File: config.mk
export PLATFORM = sky130hd
export DESIGN_NAME = asu_core
export DESIGN_NICKNAME = d
export VERILOG_FILES = /design/src/include/asu_pkg.sv /design/src/hw/asu_core.sv
export SDC_FILE = /design/constraint.sdc
export NUM_CORES = 1
export LEC_CHECK = 0
export BUFFER_PORTS_ARGS = -buffer_cell sky130_fd_sc_hd__buf_2
export CAP_MARGIN = 20
export CORE_MARGIN = 2
export CORE_UTILIZATION = 50
export DETAILED_ROUTE_END_ITERATION = 10
export HOLD_SLACK_MARGIN = 0.08
export PLACE_DENSITY = 0.85
export SLEW_MARGIN = 0
export SYNTH_ARGS = -nofsm -noshare
export SYNTH_HDL_FRONTEND = slang
export SYNTH_SLANG_ARGS = --single-unit
File: constraint.sdc
create_clock -name pclk -period 2.68 [get_ports pclk]
set_input_delay 0.268 -clock pclk [delete_from_list [all_inputs] [get_ports pclk]]
set_output_delay 0.268 -clock pclk [all_outputs]
set_load 0.01 [all_outputs]
File: src/include/asu_pkg.sv
// Package for the asynchronous serial transceiver core.
// Assumes a 32-bit APB master on pclk and a 10 MHz clock.
package asu_pkg;
  localparam logic [11:0] ASU_OFF_TX = 12'h000;
  localparam logic [11:0] ASU_OFF_RX = 12'h004;
  localparam logic [11:0] ASU_OFF_MODE = 12'h008;
  localparam logic [11:0] ASU_OFF_ERR = 12'h00C;
  localparam logic [11:0] ASU_OFF_BAUD = 12'h010;
  localparam logic [11:0] ASU_OFF_PIN = 12'h014;
  localparam logic [11:0] ASU_OFF_EVT = 12'h018;
  localparam logic [7:0] ASU_TX_RST = 8'hFF;
  localparam logic [7:0] ASU_RX_RST = 8'h00;
  localparam logic [7:0] ASU_MODE_RST = 8'h00;
  localparam logic [7:0] ASU_BAUD_RST = 8'h10;
  localparam int ASU_MODE_TXE = 7;
  localparam int ASU_MODE_RXE = 6;
  localparam int ASU_MODE_LEN8 = 5;
  localparam int ASU_MODE_EXTCLK = 2;
  localparam int ASU_MODE_ERRMASK = 1;
  localparam logic [7:0] ASU_MODE_MASK = 8'hE6;
  localparam int ASU_ERR_FRAME = 0;
  localparam int ASU_ERR_OVERRUN = 1;
  localparam int ASU_ERR_NOISE = 2;
  localparam logic [3:0] ASU_K_BASE = 4'h0;
  localparam logic [4:0] ASU_K_OFFSET = 5'h10;
  localparam logic [3:0] ASU_MID_TICK = 4'h8;
  localparam logic [3:0] ASU_LAST_TICK = 4'hF;

  typedef enum logic [1:0] {
    ASU_IDLE = 2'b00,
    ASU_START = 2'b01,
    ASU_DATA = 2'b10,
    ASU_STOP = 2'b11
  } asu_phase_t;

  typedef struct packed {
    asu_phase_t ph;
    logic [3:0] tick;
    logic [2:0] bitn;
    logic [7:0] sh;
  } asu_serial_t;

  typedef struct packed {
    logic [7:0] tx_shift;
    logic [7:0] rx_buf;
    logic [7:0] mode;
    logic [2:0] err;
    logic [7:0] baud;
    logic evt_opt;
    logic [7:0] pre;
    logic [4:0] kcnt;
    logic [2:0] ext_sync;
    asu_serial_t tx;
    asu_serial_t rx;
    logic [1:0] rx_sync;
    logic txd;
    logic txd_oe;
    logic rxd_sel;
    logic rx_done;
    logic tx_done;
    logic [31:0] prdata;
  } asu_state_t;
endpackage

File: src/hw/asu_core.sv
// Asynchronous serial transceiver with APB register access.
// Assumes APB master on pclk; rxd and baud_clk_pin are asynchronous pins.
// Functional notes
// - Full duplex: one character after a start bit each way.
// - Baud tick from internal generator or divided external baud clock pin.
// - Writing the transmit register starts a frame when transmit is enabled and the transmitter is idle.
// - Seven-bit mode sends only bits zero to six.
// - Transmit register write-only byte, reads zero, resets to all ones.
// - Completed character copied into the receive buffer.
// - Seven-bit mode fills bits zero to six, top bit zero.
// - Receive buffer read-only, ignores writes, resets to zero.
// - Receive deserialiser builds the character, not software visible.
// - Mode register byte writable, implemented bits reset to zero.
// - Bit 7 transmit enable, bit 6 receive enable; both off frees pins.
// - Receive only with option clear makes rx pin serial input.
// - Transmit only makes tx pin serial output regardless of option.
// - Both enabled with option clear assigns both pins to serial.
// - Status register reports framing error in bit 0; bit 1 copies the previous receive-complete pulse, bit 2 reads zero.
// - Receiver samples rx pin with the selected serial clock.
// - Receive-complete pulse each frame; data stored even on error.
// - Mode bit 1 suppresses receive-complete on errored frames.
// - Baud tick equals source over (two to the n, plus one) times (k plus sixteen).
`timescale 1ns/1ps
module asu_core
  import asu_pkg::*;
(
  // APB
  input wire logic pclk,
  input wire logic presetn,
  input wire logic pce,
  input wire logic psel,
  input wire logic penable,
  input wire logic pwrite,
  input wire logic [11:0] paddr,
  input wire logic [31:0] pwdata,
  output logic [31:0] prdata,
  output logic pready,
  output logic pslverr,
  // Serial pins
  input wire logic rxd,
  input wire logic baud_clk_pin,
  output logic txd,
  output logic txd_oe,
  output logic rxd_sel,
  // Events
  output logic rx_done,
  output logic tx_done
);
  asu_state_t s_r;
  asu_state_t s_nxt;
  logic wr;
  logic rd;
  logic tick16;
  logic ext_rise;
  logic [2:0] n_sel;
  logic [3:0] k_sel;
  logic len8;
  logic rxs;
  logic err_frame;

  assign prdata = s_r.prdata;
  assign pready = 1'b1;
  assign pslverr = 1'b0;
  assign txd = s_r.txd;
  assign txd_oe = s_r.txd_oe;
  assign rxd_sel = s_r.rxd_sel;
  assign rx_done = s_r.rx_done;
  assign tx_done = s_r.tx_done;

  always_comb
  begin
    s_nxt = s_r;
    wr = psel && penable && pwrite;
    rd = psel && !penable && !pwrite;
    n_sel = s_r.baud[6:4];
    k_sel = s_r.baud[3:0];
    len8 = s_r.mode[ASU_MODE_LEN8];
    rxs = s_r.rx_sync[1];
    tick16 = 1'b0;
    err_frame = 1'b0;
    s_nxt.rx_done = 1'b0;
    s_nxt.tx_done = 1'b0;
    // Pin synchronisers; rx reads the second stage, the baud clock edge uses stages two and three
    s_nxt.rx_sync = {s_r.rx_sync[0], rxd};
    s_nxt.ext_sync = {s_r.ext_sync[1:0], baud_clk_pin};
    ext_rise = s_r.ext_sync[1] && !s_r.ext_sync[2];
    // Prescaler 2^n+1 on chosen source, then k+16 divider
    if (!s_r.mode[ASU_MODE_EXTCLK] || ext_rise)
    begin
      s_nxt.pre = s_r.pre + 8'h01;
      if (s_r.pre[n_sel])
      begin
        s_nxt.pre = 8'h00;
        s_nxt.kcnt = s_r.kcnt + 5'h01;
        if (s_r.kcnt >= (ASU_K_OFFSET + {1'b0, k_sel} - 5'h01))
        begin
          s_nxt.kcnt = 5'h00;
          tick16 = 1'b1;
        end
      end
    end
    // Pin assignment
    s_nxt.txd_oe = s_r.mode[ASU_MODE_TXE];
    s_nxt.rxd_sel = s_r.mode[ASU_MODE_RXE] && !s_r.evt_opt;
    // Transmitter: 16 ticks per bit
    if (tick16)
    begin
      case (s_r.tx.ph)
        ASU_IDLE: s_nxt.txd = 1'b1;
        ASU_START:
        begin
          s_nxt.txd = 1'b0;
          s_nxt.tx.tick = s_r.tx.tick + 4'h1;
          if (s_r.tx.tick == ASU_LAST_TICK)
            s_nxt.tx.ph = ASU_DATA;
        end
        ASU_DATA:
        begin
          s_nxt.txd = s_r.tx.sh[0];
          s_nxt.tx.tick = s_r.tx.tick + 4'h1;
          if (s_r.tx.tick == ASU_LAST_TICK)
          begin
            s_nxt.tx.sh = {1'b1, s_r.tx.sh[7:1]};
            s_nxt.tx.bitn = s_r.tx.bitn + 3'h1;
            if (s_r.tx.bitn == (len8 ? 3'h7 : 3'h6))
              s_nxt.tx.ph = ASU_STOP;
          end
        end
        ASU_STOP:
        begin
          s_nxt.txd = 1'b1;
          s_nxt.tx.tick = s_r.tx.tick + 4'h1;
          if (s_r.tx.tick == ASU_LAST_TICK)
          begin
            s_nxt.tx.ph = ASU_IDLE;
            s_nxt.tx_done = 1'b1;
          end
        end
        default: s_nxt.tx.ph = ASU_IDLE;
      endcase
    end
    // Receiver: detect start, sample mid bit
    if (!s_r.mode[ASU_MODE_RXE])
      s_nxt.rx.ph = ASU_IDLE;
    else if (tick16)
    begin
      s_nxt.rx.tick = s_r.rx.tick + 4'h1;
      case (s_r.rx.ph)
        ASU_IDLE:
        begin
          s_nxt.rx.tick = 4'h0;
          if (!rxs)
          begin
            s_nxt.rx.ph = ASU_START;
            s_nxt.rx.tick = 4'h1;
          end
        end
        ASU_START:
          if (s_r.rx.tick == ASU_MID_TICK)
          begin
            s_nxt.rx.tick = 4'h1;
            s_nxt.rx.bitn = 3'h0;
            s_nxt.rx.ph = rxs ? ASU_IDLE : ASU_DATA;
          end
        ASU_DATA:
          if (s_r.rx.tick == 4'h0)
          begin
            s_nxt.rx.sh = {rxs, s_r.rx.sh[7:1]};
            s_nxt.rx.bitn = s_r.rx.bitn + 3'h1;
            if (s_r.rx.bitn == (len8 ? 3'h7 : 3'h6))
              s_nxt.rx.ph = ASU_STOP;
          end
        ASU_STOP:
          if (s_r.rx.tick == 4'h0)
          begin
            s_nxt.rx.ph = ASU_IDLE;
            err_frame = !rxs;
            s_nxt.rx_buf = len8 ? s_r.rx.sh : {1'b0, s_r.rx.sh[7:1]};
            s_nxt.err = {1'b0, s_r.rx_done, err_frame};
            s_nxt.rx_done = !(err_frame && s_r.mode[ASU_MODE_ERRMASK]);
          end
        default: s_nxt.rx.ph = ASU_IDLE;
      endcase
    end
    // Register writes
    if (wr)
    begin
      case (paddr)
        ASU_OFF_TX:
        begin
          s_nxt.tx_shift = pwdata[7:0];
          if (s_r.mode[ASU_MODE_TXE] && s_r.tx.ph == ASU_IDLE)
          begin
            s_nxt.tx.sh = pwdata[7:0];
            s_nxt.tx.ph = ASU_START;
            s_nxt.tx.tick = 4'h0;
            s_nxt.tx.bitn = 3'h0;
          end
        end
        ASU_OFF_MODE: s_nxt.mode = pwdata[7:0] & ASU_MODE_MASK;
        ASU_OFF_BAUD: s_nxt.baud = pwdata[7:0];
        ASU_OFF_PIN: s_nxt.evt_opt = pwdata[0];
        default: s_nxt.mode = s_nxt.mode;
      endcase
    end
    // Read data captured in setup cycle
    if (rd)
    begin
      case (paddr)
        ASU_OFF_RX: s_nxt.prdata = {24'h000000, s_r.rx_buf};
        ASU_OFF_MODE: s_nxt.prdata = {24'h000000, s_r.mode};
        ASU_OFF_ERR: s_nxt.prdata = {29'h00000000, s_r.err};
        ASU_OFF_BAUD: s_nxt.prdata = {24'h000000, s_r.baud};
        ASU_OFF_PIN: s_nxt.prdata = {31'h00000000, s_r.evt_opt};
        ASU_OFF_EVT: s_nxt.prdata = {30'h00000000, s_r.tx.ph != ASU_IDLE,
                                     s_r.rx.ph != ASU_IDLE};
        default: s_nxt.prdata = 32'h00000000;
      endcase
    end
  end

  always_ff @(posedge pclk or negedge presetn)
  begin
    if (!presetn)
    begin
      s_r <= '0;
      s_r.tx_shift <= ASU_TX_RST;
      s_r.rx_buf <= ASU_RX_RST;
      s_r.mode <= ASU_MODE_RST;
      s_r.baud <= ASU_BAUD_RST;
      s_r.rx_sync <= 2'b11;
      s_r.txd <= 1'b1;
    end
    else if (pce)
      s_r <= s_nxt;
  end
endmodule // asu_core

# Word-level counts from Yosys, hierarchy flattened
# Index checks and enable logic that the tools add are counted.
[op_classes]
addsub = 8
n_mux = 42
reduce_logical = 36
eq_ne = 24
order_cmp = 2
[ops]
columns = ["operator", "n"]
rows = [
  ["17-bit two-way mux", 5],
  ["8-bit case mux with 6 select lines", 1],
  ["12-bit by 5-bit == test with 1-bit output (second input constant)", 3],
  ["11-bit two-way mux", 3],
  ["12-bit by 4-bit == test with 1-bit output (second input constant)", 2],
  ["2-bit two-way mux", 9],
  ["6-bit case mux with 3 select lines", 1],
  ["8-bit two-way mux", 2],
  ["3-bit inequality test (second input constant)", 5],
  ["3-bit AND reduction", 5],
  ["13-bit two-way mux", 1],
  ["12-bit by 3-bit == test with 1-bit output (second input constant)", 1],
  ["12-bit zero test", 1],
  ["1-bit two-way mux", 12],
  ["5-bit AND reduction", 2],
  ["9-bit two-way mux", 1],
  ["4-bit by 1-bit adder with 4-bit output (second input constant)", 2],
  ["8-bit by 1-bit adder with 8-bit output (second input constant)", 1],
  ["2-bit == test (second input constant)", 4],
  ["4-bit == test (second input constant)", 2],
  ["1-bit logical AND", 8],
  ["2-bit case mux with 4 select lines", 1],
  ["4-bit case mux with 2 select lines", 1],
  ["1-bit zero test", 7],
  ["other kinds (23)", 32],
]
[totals]
reg_bits = 113
inputBits = 52

# Depth between registers and ports, before layout
[depth]
word_depth = 10
mapped_depth = 11
mapped_depth_nobuf = 10

# Least setup slack after synthesis
# OpenSTA, ideal clock, no wires.
[synth_path]
path_type = "register to register"
start = "register s_r (netlist bit k_sel[0])"
end = "register s_r[47] (netlist bit)"
t_required_ns = 2.544
arrival_ns = 2.349
setup_slack_ns = 0.195
stages_incl_launch_ff = 12
cell_sequence = "dfrtp_1 > inv_1 > ha_1 > xnor2_1 > ha_1 > a21o_1 > a31oi_1 > o21a_1 > or4_4 > buf_6 > nor3_2 > o22ai_1"
[synth_between]
elab_chain_cells = 7
[synth_rtl]
columns = ["element", "line_no", "source"]
rows = [
  ["start, declared", "asu_core.sv:49", "asu_state_t s_r;"],
  ["start signal, assigned", "asu_core.sv:235", "s_r <= s_nxt;"],
  ["5-bit by 4-bit adder with 5-bit output", "asu_core.sv:95", "if (s_r.kcnt >= (ASU_K_OFFSET + {1'b0, k_sel} - 5'h01))"],
  ["5-bit by 1-bit subtractor with 5-bit output", "asu_core.sv:95", ""],
  ["5-bit greater-or-equal comparator", "asu_core.sv:95", ""],
  ["1-bit two-way mux", "asu_core.sv:95", ""],
  ["1-bit two-way mux", "asu_core.sv:91", "if (s_r.pre[n_sel])"],
  ["1-bit two-way mux", "asu_core.sv:88", "if (!s_r.mode[ASU_MODE_EXTCLK] || ext_rise)"],
  ["6-bit AND reduction (no source line)", "n/a", ""],
]
# Every way passes these cells.
# A chain may end at the register's enable or synchronous reset.

# Worst setup path in the final report
[layout_path]
start = "register s_r (netlist bit k_sel[0])"
end = "register s_r[48] (netlist bit)"
# Same word-level chain as after synthesis.

==> report_table.html <==
<table>
<tr><th>Metric</th><th>Value</th></tr>
<tr><th colspan="2">Setup path</th></tr>
<tr><td>Worst-path maximum fanout</td><td>6</td></tr>
<tr><td>Worst path arrival time</td><td>about 2900 ps</td></tr>
<tr><td>Critical Path Start Type</td><td>register</td></tr>
<tr><td>WP data required</td><td>2900 ps</td></tr>
<tr><td>Critical setup path kind</td><td>register to register</td></tr>
<tr><td>Setup slack on the worst flop-to-flop path</td><td>6 ps</td></tr>
<tr><td>Crit. End Element</td><td>register</td></tr>
<tr><th colspan="2">Clock tree</th></tr>
<tr><td>Sink Count</td><td>89</td></tr>
<tr><td>Total clock buffers created by CTS</td><td>9</td></tr>
<tr><td>Clock transition at path regs</td><td>roughly 90 ps</td></tr>
<tr><td>Clock buffer depth</td><td>2</td></tr>
<tr><td>Clock root buffer master</td><td>clkbuf_8</td></tr>
<tr><td>CTS tree</td><td>built</td></tr>
<tr><td>CTS H-tree lvls</td><td>3</td></tr>
<tr><td>Clock insertion delay at the later pin of the skew report</td><td>roughly 370 ps</td></tr>
<tr><th colspan="2">Drt</th></tr>
<tr><td>DRC viols</td><td>0</td></tr>
<tr><td>First DRT Iteration DRCs</td><td>292</td></tr>
<tr><td>Final antenna-violating net count</td><td>0</td></tr>
<tr><td>Sum of routed wire length over all layers</td><td>around 11,000 um</td></tr>
<tr><td>Overall via count from detail_route</td><td>3,875</td></tr>
<tr><td>Average vias per placed instance</td><td>5.76</td></tr>
<tr><td>Pre-antenna DRT Iters</td><td>5</td></tr>
<tr><td>WL/cell</td><td>16.3 um</td></tr>
<tr><th colspan="2">Placed design</th></tr>
<tr><td>Detail Placement HPWL</td><td>8010 um</td></tr>
<tr><td>Placed cells</td><td>~650</td></tr>
<tr><td>I/O Buffers</td><td>40</td></tr>
<tr><td>GP Congestion</td><td>0.859</td></tr>
<tr><th colspan="2">Layout</th></tr>
<tr><td>Filler cells</td><td>824</td></tr>
<tr><td>Area Growth Syn to Fin</td><td>10.4%</td></tr>
<tr><td>Multi-input gate area</td><td>around 0.0025 mm2</td></tr>
<tr><td>Fraction of final layout cells sized beyond drive strength 1</td><td>approximately a quarter</td></tr>
<tr><td>Antenna diodes</td><td>0</td></tr>
<tr><td>Final cell count without fillers</td><td>between 600 and 700</td></tr>
<tr><td>Net count of the finished layout</td><td>605</td></tr>
<tr><td>Seq. cell area</td><td>0.00223 mm2</td></tr>
<tr><th colspan="2">Timing</th></tr>
<tr><td>Tightest slew margin relative to the limit</td><td>between 40% and 50%</td></tr>
<tr><td>Final hold violations</td><td>0</td></tr>
<tr><td>Maximum clock rate</td><td>about 0.37 GHz</td></tr>
<tr><td>Tightest Pin Transition</td><td>784 ps</td></tr>
<tr><td>Number of max-slew violations in the final report</td><td>0</td></tr>
<tr><td>Min Clock Period, post-route</td><td>2670 ps</td></tr>
<tr><td>Final setup violation count</td><td>0</td></tr>
<tr><td>Max Clock Skew</td><td>roughly 15 ps</td></tr>
<tr><td>Crit share post-route</td><td>between 90 and 100%</td></tr>
<tr><td>Total negative slack</td><td>0 ps</td></tr>
<tr><td>RSZ-0062 raised after global routing</td><td>yes</td></tr>
<tr><td>Minimum hold slack</td><td>127 ps</td></tr>
<tr><th colspan="2">Logic synthesis</th></tr>
<tr><td>Total of flip-flops plus latches after synthesis</td><td>89</td></tr>
<tr><td>Post-Synthesis Cell Area</td><td>0.00498 mm2</td></tr>
<tr><td>Most used standard cells in the synthesized netlist</td><td>dfrtp_1, nand2_1, buf_4</td></tr>
<tr><td>Sequential area share after synthesis</td><td>44.8%</td></tr>
<tr><td>Most used flip-flop cell after synthesis</td><td>dfrtp_1</td></tr>
<tr><td>Library cells used by synthesis</td><td>70</td></tr>
<tr><td>Count leader, synth</td><td>dfrtp_1</td></tr>
<tr><td>Top cells by area, synth</td><td>dfrtp_1, mux2_2, buf_4, nand2_1, ha_1</td></tr>
<tr><td>Number of flops mapped to enable cells by yosys</td><td>0</td></tr>
<tr><td>Yosys warning count</td><td>0</td></tr>
<tr><td>Average cell area after synthesis</td><td>10.2 um2</td></tr>
<tr><td>Number of cells produced by synthesis</td><td>490</td></tr>
<tr><td>Synth async-reset ratio</td><td>100%</td></tr>
<tr><td>Cell taking the most area after synthesis</td><td>dfrtp_1</td></tr>
<tr><td>Area share of the largest cell type after synthesis</td><td>42.7%</td></tr>
<tr><th colspan="2">Floorplanning</th></tr>
<tr><td>Number of rows in the core area</td><td>36</td></tr>
<tr><td>Starting density of the core</td><td>51.2%</td></tr>
<tr><td>Die Span Y</td><td>about 100 um</td></tr>
<tr><td>Area of the core</td><td>0.00973 mm2</td></tr>
<tr><td>Die area</td><td>0.0108 mm2</td></tr>
<tr><td>Width of the die</td><td>104 um</td></tr>
<tr><td>Number of top-level pins</td><td>91</td></tr>
<tr><th colspan="2">Pwr</th></tr>
<tr><td>IR Drop Worst-Case VDD</td><td>278 uV</td></tr>
<tr><td>Power per cell area</td><td>555 mW/mm2</td></tr>
<tr><td>Leak Pwr</td><td>between 2 and 3 nW</td></tr>
<tr><th colspan="2">GRT</th></tr>
<tr><td>Remaining global-route overflow</td><td>0</td></tr>
<tr><td>Vias in the first global route</td><td>approximately 3,800</td></tr>
<tr><td>Global-route wire length before repair</td><td>between 15,000 and 20,000 um</td></tr>
<tr><td>Number of antenna violations at the first check in global routing</td><td>0</td></tr>
<tr><td>Total routing usage reported by global routing</td><td>between 20% and 30%</td></tr>
<tr><td>Maximum number of pins on one net before global-route repair</td><td>62</td></tr>
<tr><th colspan="2">Hold path</th></tr>
<tr><td>Type of the worst min-delay path</td><td>input port to register</td></tr>
<tr><th colspan="2">Flow run</th></tr>
<tr><td>Max-capacitance violation count</td><td>0</td></tr>
<tr><th colspan="2">Status</th></tr>
<tr><td>Run status</td><td>completed</td></tr>
</table>
what timing repair did:
| action | in CTS | in global routing |
|---|---|---|
| hold buffers | 1 | 0 |
| hold endpoints to repair | 58 | 0 |
| cloned | 0 | 0 |
| gates resized for setup | 1 | 11 |
| setup endpoints to repair | 3 | 38 |
| buffers inserted | 0 | 4 |
| pin swaps | 1 | 7 |
cell type report:
cell class                      instances  area share [%]
Clock inverter                          6            1.32
Inverter                               19            1.30
Tap cell                              133            3.03
Clock buffer                           10            2.50
Multi-Input combinational cell        358            44.6
Timing Repair Buffer                   58            6.65
Sequential cell                        89            40.6
logic make-up (layout without fill, tap and decap cells):
logic type / count (synthesis) / in the layout / synth area share (%)
muxes: 37 / 37 / 8.82
DFF: 89 / 89 / 44.8
other: 2 / 26 / 0.151
and+or+nand+nor: 168 / 168 / 18.2
AOI/OAI and AO/OA: 100 / 100 / 13.7
buffers and inverters: 67 / 93 / 8.19
xor gates and xnor gates: 9 / 9 / 1.58
adders and majority gates: 18 / 18 / 4.52
worst max-delay path, cell delays in order, from the launching register on:
cell and delay, ps:
dfrtp_1 400, inv_2 70, ha_2 190, xnor2_1 120
ha_1 330, a21o_1 140, a31oi_1 60, o21a_2 290
or4_4 600, nor3_4 220, o22ai_1 110
routing by layer:
metal | global-route usage, % | part of all wire, %
met5 | 0 | 0
met4 | 8.11 | 2.7
met3 | 4.66 | 5.9
met2 | 34.9 | 50
met1 | 25.5 | 41
report_power, final:
part,total (mW),internal (mW),switching [mW]
clock network,0.974,0.470,0.504
registers,1.55,1.44,0.114
logic,0.526,0.207,0.319
total,3.05,2.11,0.936
per-stage QoR:
step / utilization, % / area (um2) / worst slack [ps] / total power, mW
floorplan: - / 5070 / 195 / 1.94
global placement: 53.6 / 5210 / 120 / 2.05
detailed placement: 53.6 / 5210 / 26.6 / 2.08
CTS: 55.9 / 5440 / 2.80 / 3.05
global route: 56.5 / 5500 / -49.2 / 3.20
finish: 56.5 / 5500 / 5.75 / 3.05
sequential cells by signal, summed over array words and instances (netlist names), 3 cells and up:
| name | flops |
|---|---|
| k_sel | 4 |
| n_sel | 3 |
| prdata | 8 |
| s_nxt | 4 |
| s_r | 63 |
final timing paths:
path | from | endpoint | cells after the start
worst min register to register | s_r[89] | rxd_sel | 1
min in group asynchronous | presetn | s_r[43] | 2
worst max-delay path | k_sel[0] | s_r[48] | 10
worst max register to register | k_sel[0] | s_r[48] | 10
max in group asynchronous | presetn | n_sel[0] | 3
worst min-delay path | baud_clk_pin | s_nxt[74] | 2
placed cells by master (no fill, tap or decap), types with 12 or more instances in the layout:
cell	instances
nand3_1	15
mux2_2	25
dfrtp_1	85
buf_4	16
o21ai_0	24
ha_1	17
buf_2	39
nor2_1	18
a21oi_1	12
conb_1	26
inv_1	16
o21ai_1	15
nand2_1	67
nor3_1	12
No activity file was read; power rests on OpenSTA's default activity.
